## config.mk

```make
export PLATFORM = sky130hd
export DESIGN_NAME = tsw_config_regs
export DESIGN_NICKNAME = d
export VERILOG_FILES = /design/src/tsw_pkg.sv /design/src/tsw_config_regs.sv
export SDC_FILE = /design/constraint.sdc
export NUM_CORES = 1
export LEC_CHECK = 0
export BUFFER_PORTS_ARGS = -buffer_cell sky130_fd_sc_hd__buf_2
export CORE_UTILIZATION = 50
export DETAILED_ROUTE_END_ITERATION = 10
export PLACE_DENSITY = 0.81
export SLEW_MARGIN = 15
export SYNTH_ARGS = -nofsm -noshare
export SYNTH_HDL_FRONTEND = slang
export SYNTH_SLANG_ARGS = --single-unit
```

## constraint.sdc

```tcl
create_clock -name clock -period 3.3 [get_ports clock]
set_clock_uncertainty 0.2 [all_clocks]
set_input_delay 0.33 -clock clock [delete_from_list [all_inputs] [get_ports clock]]
set_output_delay 0.33 -clock clock [all_outputs]
set_load 0.02 [all_outputs]
```

## src/tsw_pkg.sv

```systemverilog
package tsw_pkg;
    // Register offsets on the byte-wide configuration port
    localparam logic [7:0] FAST_MODES_ADDR = 8'h00;
    localparam logic [7:0] SIDE_MODES_ADDR = 8'h01;
    localparam logic [7:0] RX_SETTINGS_ADDR = 8'h10;
    localparam logic [7:0] TERM_PULSE_AB_ADDR = 8'h11;
    localparam logic [7:0] TERM_PULSE_CD_ADDR = 8'h12;
    localparam logic [7:0] EQ_SEL_AB_ADDR = 8'h13;
    localparam logic [7:0] EQ_SEL_CD_ADDR = 8'h14;
    localparam logic [7:0] TX_SETTINGS_ADDR = 8'h20;

    // Reset values
    localparam logic [7:0] FAST_MODES_RST = 8'h40;
    localparam logic [7:0] SIDE_MODES_RST = 8'h40;
    localparam logic [7:0] RX_SETTINGS_RST = 8'h01;
    localparam logic [7:0] TERM_PULSE_RST = 8'h00;
    localparam logic [7:0] EQ_SEL_RST = 8'h00;
    localparam logic [7:0] TX_SETTINGS_RST = 8'h03;

    // Field positions in the two mode registers
    localparam int MODE_EN_BIT = 6;
    localparam int MODE_SM_LSB = 4;
    localparam int MODE_CH_LSB = 0;
    // Field positions in the transmitter and receiver settings
    localparam int OUTPUT_EMPHASIS_LEVEL_LSB = 2;
    localparam int OUTPUT_TERMINATION_ON_BIT = 1;
    localparam int OUTPUT_CURRENT_LEVEL_BIT = 0;
    localparam int RX_TO_BIT = 0;

    // Termination pulse length
    localparam int PULSE_MS = 100;
    localparam longint CLOCK_HZ = 64'd200000000;
    localparam int PULSE_CYCLES = int'((64'(PULSE_MS) * CLOCK_HZ) / 64'd1000);

    // Bundling modes in field order; code 3 is never stored
    typedef enum logic [1:0] {
        TSW_MODE_QUAD,
        TSW_MODE_DUAL,
        TSW_MODE_SINGLE
    } tsw_mode_e;
    localparam logic [1:0] MODE_ILLEGAL = 2'h3;

    // One switch's routing: per output lane, on flag and input channel index
    typedef struct packed {
        logic [3:0] on;
        logic [3:0][3:0] chan;
    } tsw_route_s;

    // Output transmitter settings
    typedef struct packed {
        logic [1:0] output_emphasis_level;
        logic output_termination_on;
        logic output_current_level;
    } tsw_tx_s;
endpackage

```

## src/tsw_config_regs.sv

```systemverilog
`timescale 1ns/1ps
// Contract
// Fast enable 0 turns all fast channels off (standby); 1 turns them on.
// Fast mode 00 quad, 01 dual, 10 single.
// Writing 11 to fast mode is illegal; previous mode kept.
// Quad: low two select bits pick source A-D for all four outputs.
// Dual: low three bits pick a channel pair; even low outputs, odd high.
// Single: four select bits pick one channel A0 through D3.
// Side enable 0 connects no side input; 1 turns side switch on.
// Side mode 00 quad, 01 dual, 10 single.
// Writing 11 to side mode is illegal; previous mode kept.
// Termination pulse bits: A/B at 0x11, C/D at 0x12, reset 0x00.
// A set pulse bit briefly disconnects that channel's termination on switch.
// Equalizer bits: A/B at 0x13, C/D at 0x14, reset 0x00.
// Pulse bit 1 disconnects termination 100 ms after switch; 0 keeps it.
// Equalizer bit 0 selects 6 dB, 1 selects 12 dB.
// Side quad: low two select bits route side source A-D.
// Emphasis field 00/01/10/11 gives 0/2/4/6 dB.
// Rejected mode write still updates enable and source select.
// Reset returns every register to its default before any access.
module tsw_config_regs #(
    parameter int PULSE_CYCLES = tsw_pkg::PULSE_CYCLES,
    parameter int CNT_W = 25
) (
    input wire logic clock,
    input wire logic reset,
    input wire logic reg_wr_en,
    input wire logic reg_rd_en,
    input wire logic [7:0] reg_addr,
    input wire logic [7:0] reg_wr_data,
    output logic [7:0] reg_rd_data,
    output logic reg_rd_valid,
    output tsw_pkg::tsw_route_s fast_route,
    output tsw_pkg::tsw_route_s side_route,
    output logic fast_standby,
    output logic [15:0] input_termination_on,
    output logic [15:0] equalizer_level_select,
    output tsw_pkg::tsw_tx_s tx_settings
);
    logic [7:0] fast_modes_q;
    logic [7:0] side_modes_q;
    logic [7:0] rx_settings_q;
    logic [15:0] term_pulse_select_q;
    logic [15:0] eq_sel_q;
    logic [7:0] tx_settings_q;
    logic [CNT_W-1:0] pulse_cnt_q;
    tsw_pkg::tsw_route_s fast_route_d;
    tsw_pkg::tsw_route_s side_route_d;
    tsw_pkg::tsw_route_s fast_route_q;
    tsw_pkg::tsw_route_s side_route_q;
    tsw_pkg::tsw_route_s fast_prev_q;
    logic pulse_active;
    logic switch_event;

    // Merge a mode-register write: an illegal mode code keeps the old mode
    // while the enable and source-select bits still take the new value.
    function automatic logic [7:0] merge_modes(input logic [7:0] old_v, input logic [7:0] new_v);
        logic [7:0] r;
        r = new_v;
        if (new_v[tsw_pkg::MODE_SM_LSB +: 2] == tsw_pkg::MODE_ILLEGAL) begin
            r[tsw_pkg::MODE_SM_LSB +: 2] = old_v[tsw_pkg::MODE_SM_LSB +: 2];
        end
        return r;
    endfunction

    // Routing decode shared by the fast and side switches; the side dual mode
    // pairs A/B with C/D rather than even/odd neighbours.
    function automatic tsw_pkg::tsw_route_s decode_route(input logic [7:0] modes,
                                                         input logic is_side);
        tsw_pkg::tsw_route_s r;
        logic [3:0] sel;
        sel = modes[tsw_pkg::MODE_CH_LSB +: 4];
        r.on = modes[tsw_pkg::MODE_EN_BIT] ? 4'hf : 4'h0;
        r.chan = '0;
        unique case (tsw_pkg::tsw_mode_e'(modes[tsw_pkg::MODE_SM_LSB +: 2]))
            tsw_pkg::TSW_MODE_QUAD: begin
                for (int i = 0; i < 4; i++) begin
                    r.chan[i] = {sel[1:0], 2'(i)};
                end
            end
            tsw_pkg::TSW_MODE_DUAL: begin
                if (is_side) begin
                    r.chan[0] = {1'b0, sel[2:0]};
                    r.chan[1] = {1'b0, sel[2:0]};
                    r.chan[2] = {1'b1, sel[2:0]};
                    r.chan[3] = {1'b1, sel[2:0]};
                end else begin
                    r.chan[0] = {sel[2:0], 1'b0};
                    r.chan[1] = {sel[2:0], 1'b0};
                    r.chan[2] = {sel[2:0], 1'b1};
                    r.chan[3] = {sel[2:0], 1'b1};
                end
            end
            tsw_pkg::TSW_MODE_SINGLE: begin
                for (int i = 0; i < 4; i++) begin
                    r.chan[i] = sel;
                end
            end
            default: begin
                // Unreachable: the merge never stores the illegal code
                r.on = 4'h0;
            end
        endcase
        return r;
    endfunction

    // Register bit that serves input channel ch (A0=0 .. D3=15); the A/B byte
    // holds B first, the C/D byte holds C first with each source's channels in reverse order.
    function automatic logic [3:0] chan_bit(input logic [3:0] ch);
        logic [3:0] r;
        unique case (ch[3:2])
            2'h0: r = {2'h1, ch[1:0]};
            2'h1: r = {2'h0, ch[1:0]};
            2'h2: r = 4'hb - {2'h0, ch[1:0]};
            2'h3: r = 4'hf - {2'h0, ch[1:0]};
        endcase
        return r;
    endfunction

    // Mode registers
    always_ff @(posedge clock or posedge reset) begin
        if (reset) begin
            fast_modes_q <= tsw_pkg::FAST_MODES_RST;
            side_modes_q <= tsw_pkg::SIDE_MODES_RST;
        end else if (reg_wr_en) begin
            if (reg_addr == tsw_pkg::FAST_MODES_ADDR) begin
                fast_modes_q <= merge_modes(fast_modes_q, reg_wr_data);
            end
            if (reg_addr == tsw_pkg::SIDE_MODES_ADDR) begin
                side_modes_q <= merge_modes(side_modes_q, reg_wr_data);
            end
        end
    end

    // Receiver, equalizer and transmitter registers
    always_ff @(posedge clock or posedge reset) begin
        if (reset) begin
            rx_settings_q <= tsw_pkg::RX_SETTINGS_RST;
            term_pulse_select_q <= {tsw_pkg::TERM_PULSE_RST, tsw_pkg::TERM_PULSE_RST};
            eq_sel_q <= {tsw_pkg::EQ_SEL_RST, tsw_pkg::EQ_SEL_RST};
            tx_settings_q <= tsw_pkg::TX_SETTINGS_RST;
        end else if (reg_wr_en) begin
            unique case (reg_addr)
                tsw_pkg::RX_SETTINGS_ADDR: begin
                    rx_settings_q <= {7'h00, reg_wr_data[tsw_pkg::RX_TO_BIT]};
                end
                tsw_pkg::TERM_PULSE_AB_ADDR: term_pulse_select_q[7:0] <= reg_wr_data;
                tsw_pkg::TERM_PULSE_CD_ADDR: term_pulse_select_q[15:8] <= reg_wr_data;
                tsw_pkg::EQ_SEL_AB_ADDR: eq_sel_q[7:0] <= reg_wr_data;
                tsw_pkg::EQ_SEL_CD_ADDR: eq_sel_q[15:8] <= reg_wr_data;
                tsw_pkg::TX_SETTINGS_ADDR: tx_settings_q <= {4'h0, reg_wr_data[3:0]};
                default: begin
                    // Writes to other offsets are ignored
                end
            endcase
        end
    end

    // Read port: one cycle after the strobe; unmapped offsets read zero
    always_ff @(posedge clock or posedge reset) begin
        if (reset) begin
            reg_rd_data <= 8'h00;
            reg_rd_valid <= 1'b0;
        end else begin
            reg_rd_valid <= reg_rd_en;
            if (reg_rd_en) begin
                unique case (reg_addr)
                    tsw_pkg::FAST_MODES_ADDR: reg_rd_data <= fast_modes_q;
                    tsw_pkg::SIDE_MODES_ADDR: reg_rd_data <= side_modes_q;
                    tsw_pkg::RX_SETTINGS_ADDR: reg_rd_data <= rx_settings_q;
                    tsw_pkg::TERM_PULSE_AB_ADDR: reg_rd_data <= term_pulse_select_q[7:0];
                    tsw_pkg::TERM_PULSE_CD_ADDR: reg_rd_data <= term_pulse_select_q[15:8];
                    tsw_pkg::EQ_SEL_AB_ADDR: reg_rd_data <= eq_sel_q[7:0];
                    tsw_pkg::EQ_SEL_CD_ADDR: reg_rd_data <= eq_sel_q[15:8];
                    tsw_pkg::TX_SETTINGS_ADDR: reg_rd_data <= tx_settings_q;
                    default: reg_rd_data <= 8'h00;
                endcase
            end
        end
    end

    // Routing decode of both switches
    always_comb begin
        fast_route_d = decode_route(fast_modes_q, 1'b0);
        side_route_d = decode_route(side_modes_q, 1'b1);
    end

    // Routing outputs come from flip-flops, one cycle behind the registers
    always_ff @(posedge clock or posedge reset) begin
        if (reset) begin
            fast_route_q <= '0;
            side_route_q <= '0;
            fast_prev_q <= '0;
        end else begin
            fast_route_q <= fast_route_d;
            side_route_q <= side_route_d;
            fast_prev_q <= fast_route_q;
        end
    end

    // A source switch is any change of an enabled fast routing
    assign switch_event = (fast_route_q != fast_prev_q) && (fast_route_q.on != 4'h0);

    // Pulse timer; a new switch during a pulse restarts the full length
    always_ff @(posedge clock or posedge reset) begin
        if (reset) begin
            pulse_cnt_q <= '0;
        end else if (switch_event) begin
            pulse_cnt_q <= CNT_W'(PULSE_CYCLES);
        end else if (pulse_cnt_q != '0) begin
            pulse_cnt_q <= pulse_cnt_q - 1'b1;
        end
    end

    assign pulse_active = (pulse_cnt_q != '0);

    // Per-channel termination and equalizer level, in channel order A0..D3
    for (genvar ch = 0; ch < 16; ch++) begin : g_chan
        logic [3:0] b;
        assign b = chan_bit(4'(ch));
        assign input_termination_on[ch] = rx_settings_q[tsw_pkg::RX_TO_BIT]
            & ~(pulse_active & term_pulse_select_q[b]);
        assign equalizer_level_select[ch] = eq_sel_q[b];
    end

    // Output drive
    assign fast_route = fast_route_q;
    assign side_route = side_route_q;
    assign fast_standby = ~fast_route_q.on[0];
    assign tx_settings.output_emphasis_level = tx_settings_q[tsw_pkg::OUTPUT_EMPHASIS_LEVEL_LSB +: 2];
    assign tx_settings.output_termination_on = tx_settings_q[tsw_pkg::OUTPUT_TERMINATION_ON_BIT];
    assign tx_settings.output_current_level = tx_settings_q[tsw_pkg::OUTPUT_CURRENT_LEVEL_BIT];
endmodule

```

After elaboration in Yosys (flattened, before gate mapping)
Index checks and enable logic that the tools add are counted.
{ "totals": {"in_bits": 20, "ram_bits": 0, "register_bits": 147, "mem_bits_ro": 0, "latchBits": 0, "out_inout_bits": 86, "memories": 0} }
{ "op_classes": {"n_mul": 0, "n_shift": 0, "addsub": 1, "n_bitwise": 50, "reduce_logical": 19, "n_eq_ne": 13, "muxes": 9, "div": 0, "order_cmp": 0} }
{ "op_table": {"columns": ["operator", "count"], "rows": [
  ["$pmux 16 s3", 2],
  ["$pmux 8 s8", 1],
  ["$mux 25", 2],
  ["$eq 8x5->1 const B", 5],
  ["$and 1x1->1", 32],
  ["$reduce_bool 25->1", 1],
  ["$sub 25x1->25 const B", 1],
  ["$ne 20x20->1", 1],
  ["$not 1->1", 18],
  ["$mux 4", 4],
  ["$reduce_and 2->1", 8],
  ["$eq 8x1->1 const B", 1],
  ["$eq 8x6->1 const B", 1],
  ["$logic_not 8->1", 1],
  ["$eq 2x2->1 const B", 3],
  ["$reduce_and 3->1", 2],
  ["$reduce_or 3->1", 2],
  ["$eq 2x1->1 const B", 2],
  ["$logic_not 2->1", 2],
  ["$reduce_bool 4->1", 1],
  ["$reduce_bool 2->1", 1],
  ["$logic_and 1x1->1", 1]
]} }

Logic depth before layout (Yosys ltp)
{ "depth": {"word_depth": 4, "ltp_mapped": 9, "mapped_depth_nobuf": 7} }

Worst setup path before layout
No wires, ideal clock.
{ "synth_path": {"path_kind": "register to output", "from": "register pulse_cnt_q[20]", "to": "output input_termination_on[0]", "stages_incl_launch_ff": 7, "n_path_buf": 2, "slack_ps": 286, "arrival_time_ps": 2484, "cell_sequence": "dfrtp_1 -> or4_4 -> or4_1 -> buf_4 -> or3_1 -> buf_6 -> a21boi_0"} }
{ "synth_via": {"elab_chain_len": 4} }
{ "synth_rtl": {"columns": ["item", "line", "rtl"], "rows": [
  ["start: declaration", "tsw_config_regs.sv:46", "logic [CNT_W-1:0] pulse_cnt_q;"],
  ["start signal: assignment", "tsw_config_regs.sv:209", "pulse_cnt_q <= CNT_W'(PULSE_CYCLES);"],
  ["start signal: assignment", "tsw_config_regs.sv:211", "pulse_cnt_q <= pulse_cnt_q - 1'b1;"],
  ["$reduce_bool 25->1", "tsw_config_regs.sv:215", "assign pulse_active = (pulse_cnt_q != '0);"],
  ["$and 1x1->1", "tsw_config_regs.sv:222", "& ~(pulse_active & term_pulse_select_q[b]);"],
  ["$not 1->1", "tsw_config_regs.sv:222", null],
  ["$and 1x1->1", "tsw_config_regs.sv:222", null],
  ["end: declaration", "tsw_config_regs.sv:36", "output logic [15:0] input_termination_on,"]
]} }
No other way between the ends.

Worst setup path after layout
{ "layout_path": {"from": "register pulse_cnt_q[18]", "to": "output input_termination_on[2]"} }
Same word-level chain as after synthesis.

==> PnR_summary.wiki <==
{| class="wikitable"
! Metric !! Value
|-
| Outcome || finished with violations
|-
| Violations in the final reports || negative setup slack
|-
| CP Cell Sequence || or4_4 > or4_4 > or3_4 > a21boi_2 > buf_4
|-
| Final critical delay including setup and external delays || 3340 ps
|-
| Remaining DRCs || 0
|-
| Chip width || 107 µm
|-
| Final sum of negative setup slack || -65.7 ps
|-
| Dominant synthesized flop cell || sky130_fd_sc_hd__dfrtp_1
|-
| Most repeated cell in the gate-level netlist after synthesis || sky130_fd_sc_hd__dfrtp_1
|-
| Fraction of final layout cells with drive strength greater than 1 || between 30% and 40%
|-
| Top cells by area, synth || sky130_fd_sc_hd__dfrtp_1 49%, sky130_fd_sc_hd__mux2_2 10%, sky130_fd_sc_hd__buf_4 3.3%
|-
| Worst path slowest cell || sky130_fd_sc_hd__or4_4
|-
| Cell depth of the worst min-delay path || 4
|-
| Post-synthesis sequential element count || 113
|-
| Leading cell types by count after synthesis || 108 x sky130_fd_sc_hd__dfrtp_1, 50 x sky130_fd_sc_hd__mux2_2, 28 x sky130_fd_sc_hd__nand2_1
|-
| Synthesized netlist cell count || 487
|-
| Detailed placer's ending HPWL || 8.88 mm
|-
| Worst Setup Start Kind || flip-flop
|-
| Kind of cell with the highest combined delay on the critical path || simple AND/OR/NAND/NOR gates
|-
| Overflow left after global routing || 0
|-
| Clock network fraction of design power || 39.8%
|-
| Fraction of power spent switching nets || 28.8%
|-
| Vias in the first global route || 4236
|-
| Count of max-cap constraint violations || 0
|-
| Final Power || between 4000 and 5000 µW
|-
| Worst path setup slack after routing || -42.3 ps
|-
| Worst-Skew Late Latency || 530 ps
|-
| Synthesis warning total || 0
|-
| Worst setup slack after placement || 122 ps
|-
| Cell at the root of the clock tree || sky130_fd_sc_hd__clkbuf_8
|-
| Number of buffers inserted by port buffering || 105
|-
| Required time worst endpoint || about 2800 ps
|-
| Area of the placeable core || 0.0108 mm²
|-
| Synthesis-to-finish area growth || 23.4%
|-
| Cell internal power dissipation || 2900 µW
|-
| Psw || between 1000 and 1500 µW
|-
| Clock Pin Slew Worst Setup and Hold Paths || 50 ps
|-
| Cell variety after synth || 60
|-
| Power density of the placed cells || 597 mW/mm²
|-
| Worst slew pin tran || 1010 ps
|-
| Antenna viol nets, final || 0
|-
| Max stage delay on crit path || 540 ps
|-
| Layout net count || 620
|-
| Number of placement rows || 38
|-
| Reg-to-reg slack, setup || 610 ps
|-
| Post-route design area || 0.00682 mm²
|-
| Fraction of synthesized cell area taken by the top area cell type || 48.9%
|-
| Mean number of vias per cell || 5.89
|-
| Per-instance average area after synthesis || between 10 and 15 µm²
|-
| Area leader, netlist || sky130_fd_sc_hd__dfrtp_1
|-
| Min-Delay Endpoint || reg_rd_data[2]
|-
| Total inserted antenna cells || 0
|-
| Part of the Yosys area used for sequential elements || 51.3%
|-
| Crit Reg-Reg Endpoint || pulse_cnt_q[11]
|-
| Launch instance of the worst register-to-register path || pulse_cnt_q[18]
|-
| Crit Path Max Fanout || 5
|-
| Drt first-iter violations || 311
|-
| Final max-slew violation count || 0
|-
| Arrival time worst endpoint || 2810 ps
|-
| Via total after detailed routing || 4419
|-
| Number of CTS-inserted buffers || 17
|-
| Global-route wire length before repair || 21.6 mm
|-
| Number of synthesized flops with an enable pin || 0
|-
| Setup CP Type || flip-flop to output port
|-
| Combinational fraction of design power || around 16%
|-
| Maximum clock frequency || approximately 300 MHz
|-
| Iteration count of the initial detailed-routing pass || 5
|-
| Cell area reported after detailed placement || roughly 0.006 mm²
|-
| Final setup vio count || 3
|-
| Hold wc startpoint || reg_addr[5]
|-
| Total wirelength of the detailed-routed design || ~14 mm
|-
| Met1 track utilization from global routing || 29.8%
|-
| Busiest metal layer after global routing || met2
|-
| Final non-filler cell total || 750
|-
| Clock tree from TritonCTS || yes
|-
| RSZ-0062 raised after global routing || yes
|-
| Worst R2R Path Depth || 7
|-
| Chip Height || 107 µm
|-
| Kind of path behind the tightest hold check || input pin to flip-flop
|-
| Final hold vios || 0
|-
| Die Footprint || 0.0115 mm²
|-
| Most Frequent Cell on Critical Path || sky130_fd_sc_hd__or4_4
|-
| Starting Density || between 50% and 60%
|-
| Maximum number of pins on one net before global-route repair || 114
|-
| Initial antenna violation count || 0
|-
| Met2 layer usage reported by global route || a little over two fifths
|-
| Number of sinks handled by clock tree synthesis || 113
|-
| Weighted congestion reported at the end of routability-driven placement || 0.861
|-
| Longest Clk Path Bufs || 2
|-
| Proportion of synthesized flip-flops having asynchronous set or reset || 100%
|-
| Total global routing track utilization || between 20% and 30%
|-
| Post-detailed-route wirelength per cell || 19.0 µm
|-
| Leakage || 0.00317 µW
|-
| Post-Synthesis Cell Area || 0.00553 mm²
|-
| Kind of capture point of the worst setup path || output port
|-
| Met3 demand-to-capacity share in global routing || 7.11%
|-
| Count of placed standard cells including taps || 699
|-
| Reg power frac || a little over two fifths
|-
| CTS H-Tree Depth || 4
|-
| Post-Syn Nets || 509
|-
| Ratio of final minimum period to clock period || 101%
|-
| Sum of buffers and inverters on the critical path || 1
|-
| Top-level port count || 106
|-
| Slew margin rel. || 31.9%
|-
| Highest ir drop seen on vdd || 434 µV
|}
==> placed cells by master (no fill, tap or decap), types with 10 or more instances in the layout <==
| cell | instances |
|---|---|
| sky130_fd_sc_hd__clkbuf_16 | 16 |
| sky130_fd_sc_hd__nor3_1 | 13 |
| sky130_fd_sc_hd__buf_4 | 30 |
| sky130_fd_sc_hd__xnor2_1 | 10 |
| sky130_fd_sc_hd__dlygate4sd3_1 | 11 |
| sky130_fd_sc_hd__mux2_2 | 50 |
| sky130_fd_sc_hd__or3_1 | 14 |
| sky130_fd_sc_hd__nor2_1 | 22 |
| sky130_fd_sc_hd__nand2_1 | 28 |
| sky130_fd_sc_hd__o21ai_0 | 13 |
| sky130_fd_sc_hd__a22oi_1 | 16 |
| sky130_fd_sc_hd__dfrtp_1 | 108 |
| sky130_fd_sc_hd__a21oi_1 | 15 |
| sky130_fd_sc_hd__buf_2 | 92 |
| sky130_fd_sc_hd__o31ai_1 | 10 |
| sky130_fd_sc_hd__a21boi_2 | 15 |
==> power groups by stage <==
stage / clock, µW / sequential [µW] / combinational (µW)
2_1_floorplan: 0 / 1750 / 443
4_1_cts: 1640 / 1770 / 636
5_1_grt: 1700 / 1810 / 736
3_5_place_dp: 0 / 1790 / 593
6_report: 1620 / 1780 / 665
3_3_place_gp: 0 / 1770 / 568
==> cells by family (layout without fill, tap and decap cells) <==
logic type | after synthesis | in the layout | share of synthesized area (%)
fa+ha+maj | 2 | 2 | 0.453
buf+inv | 55 | 176 | 6.07
mux | 54 | 54 | 10.9
compound gates | 98 | 98 | 13.0
xor+xnor | 16 | 16 | 2.54
flops | 113 | 113 | 51.3
simple gates | 149 | 151 | 15.8
==> layout make-up <==
class                           instances  area (µm²)
Clock buffer                           24         460
Clock inverter                          7        60.1
Fill cell                             769        3980
Inverter                               10        41.3
Multi-Input combinational cell        321        2420
Sequential cell                       113        2830
Tap cell                              140         175
Timing Repair Buffer                  135         827
==> routing by layer <==
| layer | vias to the layer above | wire [µm] |
|---|---|---|
| li1 | 1983 | - |
| met1 | 2182 | 5600 |
| met2 | 212 | 7280 |
| met3 | 42 | 968 |
| met4 | 0 | 380 |
| met5 | - | 0 |
==> worst register-to-register path, cell delays in order (launching register included) <==
cell                       delay [ps]
sky130_fd_sc_hd__dfrtp_1          400
sky130_fd_sc_hd__or4_4            540
sky130_fd_sc_hd__or4_4            490
sky130_fd_sc_hd__or3_4            440
sky130_fd_sc_hd__buf_4            180
sky130_fd_sc_hd__buf_4            130
sky130_fd_sc_hd__nand4b_1          90
sky130_fd_sc_hd__nand3_1           90
==> what timing repair did <==
item	in CTS	in global routing
gates cloned	2	0
endpoints found under the hold margin	166	0
pin swaps	10	5
resized for setup	23	11
buffers inserted	4	3
setup endpoints to repair	16	16
hold buffers	11	0
==> worst max-delay path by stage <==
stage                     from                 endpoint  slack, ps  depth (start not counted)
2_1_floorplan  pulse_cnt_q[20]  input_termination_on[0]        290                          6
4_1_cts        pulse_cnt_q[18]  input_termination_on[5]        -20                          5
5_1_grt        pulse_cnt_q[18]  input_termination_on[2]        -80                          5
6_report       pulse_cnt_q[18]  input_termination_on[2]        -40                          5
3_3_place_gp   pulse_cnt_q[20]  input_termination_on[0]        280                          5
3_5_place_dp   pulse_cnt_q[20]  input_termination_on[5]        120                          5
==> flip-flops by register name, summed over array words and instances (netlist names) <==
signal               flops
pulse_cnt_q             25
side_modes_q             8
tx_settings_q            4
fast_modes_q             8
reg_rd_valid             1
eq_sel_q                16
term_pulse_select_q     16
fast_route               9
rx_settings_q            1
reg_rd_data              8
fast_prev_q              9
side_route               8
==> per-stage QoR <==
stage               utilization (%)  hold WS (ps)
floorplan                         -           161
global placement               55.9           210
detailed placement             55.9           215
CTS                            62.6           122
global route                   63.2           151
finish                         63.2           142
(Power assumes the default switching activity.)
